[config.mk]
export PLATFORM = sky130hd
export DESIGN_NAME = lvi_interrupt_ctrl
export DESIGN_NICKNAME = d
export VERILOG_FILES = /design/src/hw/lvi_pkg.sv /design/src/hw/lvi_interrupt_ctrl.sv /design/src/hw/lvi_level_arbiter.sv
export VERILOG_INCLUDE_DIRS = /design/src /design/src/hw
export SDC_FILE = /design/constraint.sdc
export NUM_CORES = 1
export LEC_CHECK = 0
export CORE_ASPECT_RATIO = 1.25
export CORE_MARGIN = 2
export CORE_UTILIZATION = 45
export DETAILED_ROUTE_END_ITERATION = 8
export DONT_BUFFER_PORTS = 1
export GPL_TIMING_DRIVEN = 0
export SLEW_MARGIN = 20
export SYNTH_ARGS = -nofsm -noshare
export SYNTH_HDL_FRONTEND = slang
export SYNTH_SLANG_ARGS = --single-unit
[constraint.sdc]
create_clock -name clk_sys_in -period 5.7 [get_ports clk_sys_in]
set_input_delay 0.285 -clock clk_sys_in [delete_from_list [all_inputs] [get_ports clk_sys_in]]
set_output_delay 0.285 -clock clk_sys_in [all_outputs]
set_load 0.1 [all_outputs]
[src/hw/lvi_defs.svh]
// Constants for the level/vector interrupt structure
`ifndef LVI_DEFS_SVH
`define LVI_DEFS_SVH
`define LVI_NUM_LEVELS     8
`define LVI_NUM_VECTORS    26
`define LVI_MAX_VEC_PER_LV 128
`define LVI_VEC_BASE       8'hcc
`define LVI_MASK_RESET     8'h00
`define LVI_PRIO_RESET     8'h00
// Priority register field positions
`define LVI_PRIO_GRP0      0
`define LVI_PRIO_GRP1      1
`define LVI_PRIO_GRP2      2
`define LVI_PRIO_GRPA      3
`define LVI_PRIO_GRPB_SUB  4
`define LVI_PRIO_GRPC_SUB  5
`define LVI_PRIO_GRPC_NEST 6
`define LVI_PRIO_GRPB_NEST 7
`endif

[src/hw/lvi_pkg.sv]
// Types of the level/vector interrupt structure
package lvi_pkg;
  typedef logic [7:0] lvi_levels_t;
  typedef struct packed {
    logic       valid;
    logic [2:0] level;
    logic [4:0] vector_index;
    logic [7:0] vector_addr;
  } lvi_grant_t;
  typedef enum logic [1:0] {LVI_IDLE, LVI_REQ, LVI_ACK} lvi_state_t;
endpackage

[src/hw/lvi_interrupt_ctrl.sv]
// Level/vector interrupt controller presenting requests to the CPU core
// Overview of operation
// - Eight levels, each one request line
// - Level number is identifier, not priority
// - Priority register drives group/subgroup arbitration
// - Up to 128 vectors per level
// - Level may own zero, one, many vectors
// - Fixed hardware order among level's vectors
// - One vector may serve several sources
// - Twenty-six vectors, one per source
// - Pending cleared by hardware or software
// - Level types one, two, three
// - Exactly two types used here
// - Pin events and overflows raise requests
// - Priority picks level, lowest vector wins
// - Grant disables interrupts, pushes, fetches address
// - Groups A 0-1, B 2-4, C 5-7
// - Per-level mask, read-only per-level pending
`timescale 1ns/1ps
`include "lvi_defs.svh"
module lvi_interrupt_ctrl
  import lvi_pkg::*;
#(
  parameter int NUM_VEC = `LVI_NUM_VECTORS
) (
  input  wire logic               clk_sys_in,
  input  wire logic               rst_in,
  input  wire logic [NUM_VEC-1:0] src_event_in,
  input  wire logic [NUM_VEC-1:0] src_hw_clear_in,
  input  wire logic [NUM_VEC-1:0] src_sw_clear_in,
  input  wire logic [7:0]         level_priority_register_in,
  input  wire logic               level_priority_wr_in,
  input  wire logic [7:0]         level_mask_register_in,
  input  wire logic               level_mask_wr_in,
  input  wire logic               global_enable_in,
  input  wire logic               cpu_ack_in,
  input  wire logic               cpu_return_in,
  output logic                    cpu_req_out,
  output lvi_grant_t              grant_out,
  output logic                    int_disable_out,
  output logic                    push_ctx_out,
  output logic [7:0]              level_request_line_out,
  output logic [NUM_VEC-1:0]      src_pending_out,
  output logic [7:0]              level_mask_out,
  output logic [7:0]              level_priority_out
);
  // Fixed map from vector to level; two types used: single and multi-vector
  function automatic logic [2:0] vec_level(input int v);
    logic [2:0] r;
    r = 3'h0;
    if (v < 3) r = 3'h0;
    else if (v < 4) r = 3'h1;
    else if (v < 6) r = 3'h2;
    else if (v < 10) r = 3'h3;
    else if (v < 14) r = 3'h4;
    else if (v < 18) r = 3'h5;
    else if (v < 22) r = 3'h6;
    else r = 3'h7;
    return r;
  endfunction

  // Vector slots two bytes apart from the area base
  function automatic logic [7:0] vec_addr(input logic [4:0] v);
    return 8'(`LVI_VEC_BASE + {2'h0, v, 1'b0});
  endfunction

  logic [NUM_VEC-1:0] pend_r;
  logic [7:0]         mask_r;
  logic [7:0]         prio_r;
  lvi_state_t         state_r;
  lvi_grant_t         grant_r;
  logic               req_r;
  logic               dis_r;
  logic               push_r;
  logic [7:0]         lvl_r;
  logic [7:0]         lvl_nxt;
  logic [7:0]         active;
  logic               arb_any;
  logic [2:0]         arb_level;
  logic [4:0]         win_vec;
  logic               win_ok;

  // Per-source pending; a new event beats a clear in the same cycle
  always_ff @(posedge clk_sys_in) begin
    if (rst_in) begin
      pend_r <= '0;
    end else begin
      for (int i = 0; i < NUM_VEC; i++) begin
        if (src_event_in[i]) begin
          pend_r[i] <= 1'b1;
        end else if (src_sw_clear_in[i] ||
                     (src_hw_clear_in[i] && state_r == LVI_ACK && grant_r.vector_index == 5'(i))) begin
          pend_r[i] <= 1'b0;
        end
      end
    end
  end

  // Mask and priority settings written by the core
  always_ff @(posedge clk_sys_in) begin
    if (rst_in) begin
      mask_r <= `LVI_MASK_RESET;
      prio_r <= `LVI_PRIO_RESET;
    end else begin
      if (level_mask_wr_in) mask_r <= level_mask_register_in;
      if (level_priority_wr_in) prio_r <= level_priority_register_in;
    end
  end

  // Level request lines: OR of each level's pending vectors
  always_comb begin
    lvl_nxt = '0;
    for (int i = 0; i < NUM_VEC; i++) begin
      if (pend_r[i]) lvl_nxt[vec_level(i)] = 1'b1;
    end
  end

  always_ff @(posedge clk_sys_in) begin
    if (rst_in) lvl_r <= '0;
    else lvl_r <= lvl_nxt;
  end

  assign active = lvl_nxt & mask_r;

  lvi_level_arbiter u_arb (
    .prio_in   (prio_r),
    .active_in (active),
    .any_out   (arb_any),
    .level_out (arb_level)
  );

  // Lowest-numbered pending vector of the chosen level wins; fixed order
  always_comb begin
    win_vec = 5'h0;
    win_ok  = 1'b0;
    for (int i = NUM_VEC - 1; i >= 0; i--) begin
      if (pend_r[i] && vec_level(i) == arb_level) begin
        win_vec = 5'(i);
        win_ok  = 1'b1;
      end
    end
  end

  // Request/grant sequence with the core
  always_ff @(posedge clk_sys_in) begin
    if (rst_in) begin
      state_r <= LVI_IDLE;
      grant_r <= '0;
      req_r   <= 1'b0;
      dis_r   <= 1'b0;
      push_r  <= 1'b0;
    end else begin
      push_r <= 1'b0;
      case (state_r)
        LVI_IDLE: begin
          if (global_enable_in && !dis_r && arb_any && win_ok) begin
            req_r                <= 1'b1;
            grant_r.valid        <= 1'b1;
            grant_r.level        <= arb_level;
            grant_r.vector_index <= win_vec;
            grant_r.vector_addr  <= vec_addr(win_vec);
            state_r              <= LVI_REQ;
          end
          if (cpu_return_in) dis_r <= 1'b0;
        end
        LVI_REQ: begin
          // Retract if the core disabled or the source went away
          if (!global_enable_in || !pend_r[grant_r.vector_index]) begin
            req_r         <= 1'b0;
            grant_r.valid <= 1'b0;
            state_r       <= LVI_IDLE;
          end else if (cpu_ack_in) begin
            req_r   <= 1'b0;
            dis_r   <= 1'b1;
            push_r  <= 1'b1;
            state_r <= LVI_ACK;
          end
        end
        LVI_ACK: begin
          grant_r.valid <= 1'b0;
          state_r       <= LVI_IDLE;
        end
        default: state_r <= LVI_IDLE;
      endcase
    end
  end

  always_comb begin
    cpu_req_out            = req_r;
    grant_out              = grant_r;
    int_disable_out        = dis_r;
    push_ctx_out           = push_r;
    level_request_line_out = lvl_r;
    src_pending_out        = pend_r;
    level_mask_out         = mask_r;
    level_priority_out     = prio_r;
  end

  // Request only when global enable was present the cycle before
  chk_req_needs_enable: assert property (@(posedge clk_sys_in) disable iff (rst_in)
    $rose(req_r) |-> $past(global_enable_in))
    else $error("request without enable");
  // Grant disables, pushes and withdraws the request in one step
  chk_ack_disables: assert property (@(posedge clk_sys_in) disable iff (rst_in)
    (state_r == LVI_REQ && cpu_ack_in && global_enable_in && pend_r[grant_r.vector_index]) |=> dis_r && push_r && !req_r)
    else $error("grant did not disable");
  // Source 0 event always lands in its pending flag
  chk_event_sets_pend: assert property (@(posedge clk_sys_in) disable iff (rst_in)
    src_event_in[0] |=> pend_r[0])
    else $error("event lost");
  // Mask as it stood when the winner was chosen, indexed by the new level
  chk_mask_blocks_req: assert property (@(posedge clk_sys_in) disable iff (rst_in)
    $rose(req_r) |-> |($past(mask_r) & (8'h01 << grant_r.level)))
    else $error("masked level requested");
  // Level 0 line follows its three vectors one cycle later
  chk_level_line: assert property (@(posedge clk_sys_in) disable iff (rst_in)
    ##1 (lvl_r[0] == $past(|pend_r[2:0])))
    else $error("level 0 line wrong");
  // Address worked out apart from the function that builds it
  chk_vec_addr: assert property (@(posedge clk_sys_in) disable iff (rst_in)
    grant_r.valid |-> grant_r.vector_addr == 8'(`LVI_VEC_BASE + 2 * int'(grant_r.vector_index)))
    else $error("bad vector");
  // Core disabling before the grant withdraws the request
  chk_req_drops: assert property (@(posedge clk_sys_in) disable iff (rst_in)
    (req_r && !global_enable_in) |=> !req_r)
    else $error("request held after disable");
  // Priority write lands on the next edge
  chk_prio_update: assert property (@(posedge clk_sys_in) disable iff (rst_in)
    level_priority_wr_in |=> prio_r == $past(level_priority_register_in))
    else $error("priority lost");
  // Mask write lands on the next edge
  chk_mask_update: assert property (@(posedge clk_sys_in) disable iff (rst_in)
    level_mask_wr_in |=> mask_r == $past(level_mask_register_in))
    else $error("mask lost");
  // A standing request always carries a valid grant
  chk_req_has_grant: assert property (@(posedge clk_sys_in) disable iff (rst_in)
    req_r |-> grant_r.valid)
    else $error("request without grant");
  // Idle state never shows a request
  chk_idle_no_req: assert property (@(posedge clk_sys_in) disable iff (rst_in)
    (state_r == LVI_IDLE) |-> !req_r)
    else $error("request while idle");
  // No new request while a routine still runs
  chk_no_req_disabled: assert property (@(posedge clk_sys_in) disable iff (rst_in)
    $rose(req_r) |-> $past(!dis_r))
    else $error("request while disabled");
  // Context push is a single-cycle pulse
  chk_push_pulse: assert property (@(posedge clk_sys_in) disable iff (rst_in)
    push_r |=> !push_r)
    else $error("push held");
  // Push only follows an accepted grant
  chk_push_after_ack: assert property (@(posedge clk_sys_in) disable iff (rst_in)
    $rose(push_r) |-> $past(state_r == LVI_REQ && cpu_ack_in))
    else $error("push without grant");
  // Acknowledge phase lasts one cycle and ends the grant
  chk_ack_ends_grant: assert property (@(posedge clk_sys_in) disable iff (rst_in)
    (state_r == LVI_ACK) |=> !grant_r.valid && state_r == LVI_IDLE)
    else $error("grant outlived acknowledge");
  // Disable holds until the routine returns
  chk_dis_holds: assert property (@(posedge clk_sys_in) disable iff (rst_in)
    (dis_r && !cpu_return_in) |=> dis_r)
    else $error("disable dropped early");
  // Return from the routine re-enables
  chk_return_enables: assert property (@(posedge clk_sys_in) disable iff (rst_in)
    (state_r == LVI_IDLE && cpu_return_in) |=> !dis_r)
    else $error("return did not re-enable");
  // Hardware-cleared source loses its flag when granted
  chk_hw_clear: assert property (@(posedge clk_sys_in) disable iff (rst_in)
    (state_r == LVI_ACK && src_hw_clear_in[grant_r.vector_index] && !src_event_in[grant_r.vector_index]) |=> !pend_r[grant_r.vector_index])
    else $error("hardware clear missed");
  // Software clear without a new event empties the flag
  chk_sw_clear: assert property (@(posedge clk_sys_in) disable iff (rst_in)
    (src_sw_clear_in[4] && !src_event_in[4]) |=> !pend_r[4])
    else $error("software clear missed");
  // Source gone before the grant withdraws the request
  chk_retract_pend: assert property (@(posedge clk_sys_in) disable iff (rst_in)
    (state_r == LVI_REQ && !pend_r[grant_r.vector_index]) |=> !req_r)
    else $error("request held without source");
  // Grant must not shift under the core while it decides
  chk_grant_stable: assert property (@(posedge clk_sys_in) disable iff (rst_in)
    (req_r && !cpu_ack_in && global_enable_in && pend_r[grant_r.vector_index]) |=> req_r && $stable(grant_r))
    else $error("grant moved while pending");
  // Granted vector belongs to the granted level
  chk_grant_level: assert property (@(posedge clk_sys_in) disable iff (rst_in)
    grant_r.valid |-> grant_r.level == vec_level(grant_r.vector_index))
    else $error("vector outside level");
  // Level 1 line follows its single vector
  chk_level_one: assert property (@(posedge clk_sys_in) disable iff (rst_in)
    ##1 (lvl_r[1] == $past(pend_r[3])))
    else $error("level 1 line wrong");
  // Level 7 line follows its four vectors
  chk_level_seven: assert property (@(posedge clk_sys_in) disable iff (rst_in)
    ##1 (lvl_r[7] == $past(|pend_r[25:22])))
    else $error("level 7 line wrong");
  // Request only when some enabled level had a winner
  chk_req_needs_level: assert property (@(posedge clk_sys_in) disable iff (rst_in)
    $rose(req_r) |-> $past(arb_any && win_ok))
    else $error("request without active level");
  // Level 0: a later vector wins only if vector 0 was idle
  chk_lowest_in_level: assert property (@(posedge clk_sys_in) disable iff (rst_in)
    ($rose(req_r) && grant_r.level == 3'h0 && grant_r.vector_index != 5'h0) |-> !$past(pend_r[0]))
    else $error("level 0 order broken");
  // Level 7: last vector wins only if the others were idle
  chk_last_in_level: assert property (@(posedge clk_sys_in) disable iff (rst_in)
    ($rose(req_r) && grant_r.vector_index == 5'h19) |-> !$past(|pend_r[24:22]))
    else $error("level 7 order broken");
  // Granted index stays inside the implemented vectors
  chk_vec_in_range: assert property (@(posedge clk_sys_in) disable iff (rst_in)
    grant_r.valid |-> grant_r.vector_index < 5'(NUM_VEC))
    else $error("vector index out of range");
endmodule

[src/hw/lvi_level_arbiter.sv]
// Level arbiter: group and subgroup priority among eight levels
`timescale 1ns/1ps
`include "lvi_defs.svh"
module lvi_level_arbiter
  import lvi_pkg::*;
(
  input  wire logic [7:0] prio_in,
  input  wire logic [7:0] active_in,
  output logic            any_out,
  output logic [2:0]      level_out
);
  // Pick lower or upper member of a pair
  function automatic logic [2:0] pick2(input logic [1:0] act, input logic [2:0] base, input logic swap);
    logic [2:0] r;
    r = base;
    if (swap) begin
      r = act[1] ? base + 3'h1 : base;
    end else begin
      r = act[0] ? base : base + 3'h1;
    end
    return r;
  endfunction

  logic [2:0] lv_a;
  logic [2:0] lv_b;
  logic [2:0] lv_c;
  logic       act_a;
  logic       act_b;
  logic       act_c;

  // Group winners; subgroup bits set the inner order
  always_comb begin
    act_a = |active_in[1:0];
    act_b = |active_in[4:2];
    act_c = |active_in[7:5];
    lv_a  = pick2(active_in[1:0], 3'h0, prio_in[`LVI_PRIO_GRPA]);
    // Group B: level 2 alone vs subgroup {3,4}, nesting bit chooses which first
    if (active_in[2] && !(prio_in[`LVI_PRIO_GRPB_NEST] && |active_in[4:3])) begin
      lv_b = 3'h2;
    end else begin
      lv_b = pick2(active_in[4:3], 3'h3, prio_in[`LVI_PRIO_GRPB_SUB]);
    end
    // Group C: level 5 alone vs subgroup {6,7}
    if (active_in[5] && !(prio_in[`LVI_PRIO_GRPC_NEST] && |active_in[7:6])) begin
      lv_c = 3'h5;
    end else begin
      lv_c = pick2(active_in[7:6], 3'h6, prio_in[`LVI_PRIO_GRPC_SUB]);
    end
  end

  // Group order from three low bits, eight codes, two unused fall back
  always_comb begin
    any_out   = act_a | act_b | act_c;
    level_out = lv_a;
    case (prio_in[2:0])
      3'h1:    level_out = act_c ? lv_c : (act_a ? lv_a : lv_b);       // C>A>B
      3'h2:    level_out = act_a ? lv_a : (act_b ? lv_b : lv_c);       // A>B>C
      3'h3:    level_out = act_b ? lv_b : (act_a ? lv_a : lv_c);       // B>A>C
      3'h4:    level_out = act_c ? lv_c : (act_b ? lv_b : lv_a);       // C>B>A
      3'h5:    level_out = act_a ? lv_a : (act_c ? lv_c : lv_b);       // A>C>B
      3'h6:    level_out = act_b ? lv_b : (act_c ? lv_c : lv_a);       // B>C>A
      default: level_out = act_a ? lv_a : (act_b ? lv_b : lv_c);
    endcase
  end
endmodule

==> results by group <==
Yosys
  • Post-synthesis adder-cell area fraction: 0.0147
  • Register area share after synthesis: 0.330
  • Yosys warns: 0
  • EDFF count, synth: 0
  • Synth Area in XOR/XNOR: 0
  • Yosys top cell by area: dfxtp_1
  • Ys flop type: dfxtp_1
  • Post-synth cell types: 79
  • Post-Syn Instances: 502
  • Largest family of logic cells by synthesized area: simple AND/OR/NAND/NOR gates
  • Syn avg cell area: 8.45 um2
  • #FFs+latches synth: 70
  • Main area contributors after synthesis: dfxtp_1, nor2_1, mux2i_1
  • Synth async-reset ratio: 0
  • Mux share of post-synthesis cell area: 0.0959
  • Post-synthesis cell area: 0.00424 mm2
  • Simple-gate share of the synthesized area: 0.243
  • Synth top area share: 0.330
  • Top post-synthesis cells by count: nor2_1, dfxtp_1, inv_1
  • Synth Net Count: 608
  • Most frequent cell after synthesis: nor2_1
  • Compound-cell area share of the yosys netlist: 0.233

Timing
  • Measured slew at the worst slew-check pin: 1190 ps
  • Fin crit period: 4330 ps
  • Fin. Hold Viols: 0
  • Max Clk Rate: 231 MHz
  • Final Max Slew Viols: 0
  • Unrepaired setup endpoints after global routing: no
  • Setup TNS: 0 ps
  • Slew HR: 0.206
  • Final Setup Violations: 0
  • Fin crit share: 0.760
  • Clock skew: 5.95 ps
  • Final worst setup slack: 1370 ps

Worst setup path
  • Slowest Stage Delay on Critical Path: 750 ps
  • Most used cell, CP: mux2i_1
  • Maximum fanout along the worst path: 10
  • Critical-path cell list: nor4_1 -> nor2b_1 -> a211oi_2 -> a2111oi_4 -> nor4_2 -> and2_4 -> buf_6 -> mux2i_1 -> mux2i_1 -> o21a_1 -> ha_1 -> inv_1 -> a31oi_1 -> nand3b_1 -> a21oi_1
  • Startpoint types: flop
  • CP required: 5970 ps
  • Endpoint type of the worst setup path: flop
  • Critical path's slowest cell: nor4_1
  • Family with the most delay on the worst path: simple AND/OR/NAND/NOR gates
  • Setup CP Type: reg -> reg
  • Worst Path Buf+Inv: 2
  • CP arrival: 4600 ps

Global route
  • All-layer global routing usage: 0.276
  • Overflow after GRT: 0
  • First-pass GRT wire length: 21700 um
  • Largest net degree at the start of global routing: 12
  • Vias in the first global route: 3986
  • Initial antenna violation count: 0

Run status
  • Status: finished, final reports clean

Clock tree
  • H-tree lvl count: 3
  • Postcts setup bufs: 0
  • Clock Sinks: 70
  • Max clock buf depth: 2
  • CTS tree: yes
  • Clock root cell: clkbuf_16
  • # hold bufs at CTS: 0
  • PostCTS Resize Cnt: 0
  • Skew-Pair Late Insertion Delay: 340 ps
  • CTS clk-pin slew, worst paths: 60 ps
  • CTS Buf Count: 9

Power and ir drop
  • Pwr/cell area: 403 mW/mm2
  • Worst-case vdd ir drop: 0.000183 V
  • Leak: 1.88 nW

Drt
  • Remaining DRCs: 0
  • DR vias: 3962
  • Post-DRT Antenna Nets: 0
  • Initial drt markers: 226
  • First-pass detailed-route iteration total: 6
  • Total routed wirelength: 14000 um
  • Post-DR vias/cell: 6.18
  • Routed len/inst: 21.9 um

Floorplan
  • Cell Rows: 39
  • Die ar.: 0.0102 mm2
  • Io pins: 171
  • CORE AREA: 0.00917 mm2
  • Die Wd: 90.8 um
  • Die height: 113 um
  • Initial Utilization: 0.462

Final layout
  • # diodes: 0
  • Fillcell total: 952
  • Final net count: 619
  • Share of layout cells above drive strength 1: 0.172
  • Area Overhead vs Synth: 12.2%

Placed design
  • Post-Place Worst Slack: 1400 ps
  • Final estimated routing congestion in global placement: 0.905
  • Post-detailed-placement half-perimeter wirelength: 11000 um
  • PortBufs: 0

Hold path
  • Hold Path Class: in -> reg

Flow run
  • MaxCap Viol Count: 0
==> cell type report <==
type                            count  area (um2)  area share
Buffer                             29         216      0.0455
Clock buffer                       13         270      0.0568
Clock inverter                      3        65.1      0.0137
Inverter                           35         131      0.0276
Multi-Input combinational cell    368        2490       0.524
Sequential cell                    70        1430       0.301
Tap cell                          123         154      0.0323
==> per-stage QoR <==
stage | cell area [um2] | power [mW] | utilization | hold WS (ps) | instances
6_report | 4760 | 1.92 | 0.519 | 63.7 | 641
5_1_grt | 4760 | 1.99 | 0.519 | 59.7 | 641
4_1_cts | 4760 | 1.92 | 0.518 | 60.8 | 641
3_5_place_dp | 4420 | 1.29 | 0.482 | 412 | 625
3_3_place_gp | 4400 | 1.29 | 0.479 | 406 | 625
2_1_floorplan | 4240 | 1.18 | - | 403 | 502
==> final timing paths <==
path | from | endpoint | slack, ps | cells after the start
worst min register to register | state_r[0] | state_r[0] | 570 | 2
worst max-delay path | src_pending_out[25] | grant_out[4] | 1370 | 15
worst max register to register | src_pending_out[25] | grant_out[4] | 1370 | 15
worst min-delay path | src_event_in[12] | src_pending_out[12] | 60 | 1
==> power by group <==
| part | total, mW | switching, mW | leakage [nW] | internal (mW) |
|---|---|---|---|---|
| logic | 0.397 | 0.232 | 1.13 | 0.165 |
| registers | 0.889 | 0.354 | 0.586 | 0.535 |
| clock network | 0.630 | 0.212 | 0.166 | 0.418 |
==> cell usage in the layout, fill, tap and decap left out, types with 8 or more instances in the layout <==
cell type  Yosys  routed
a21oi_1       22      22
a31oi_1       31      31
clkbuf_1      13      14
clkbuf_16      0       9
clkbuf_8       5       8
dfxtp_1       70      46
dfxtp_2        0      24
inv_1         35      35
mux2i_1       22      22
nand2_1       28      28
nand3_1       24      24
nor2_1        81      81
nor2b_1        8       8
nor3_1        16      16
==> sequential cells by signal (all words and copies together) (netlist names) <==
signal,flops
cpu_req_out,1
grant_out,15
int_disable_out,1
level_mask_out,8
level_priority_out,8
level_request_line_out,8
push_ctx_out,1
src_pending_out,26
state_r,2
==> logic make-up (layout without fill, tap and decap cells) <==
kind of cell / Yosys count / in the layout
AOI/OAI and AO/OA: 124 / 124
other: 1 / 1
adders and majority gates: 5 / 5
buffers and inverters: 64 / 80
and+or+nand+nor: 207 / 207
DFF: 70 / 70
muxes: 31 / 31
==> routing by layer <==
| layer | wire (um) | up-vias | track usage | part of all wire |
|---|---|---|---|---|
| li1 | - | 1860 | - | - |
| met1 | 5310 | 1886 | 0.305 | 0.38 |
| met2 | 7200 | 175 | 0.492 | 0.51 |
| met3 | 994 | 41 | 0.0732 | 0.071 |
| met4 | 524 | 0 | 0.133 | 0.037 |
| met5 | 0 | - | 0 | 0 |
Power figures use the tool's default switching activity.
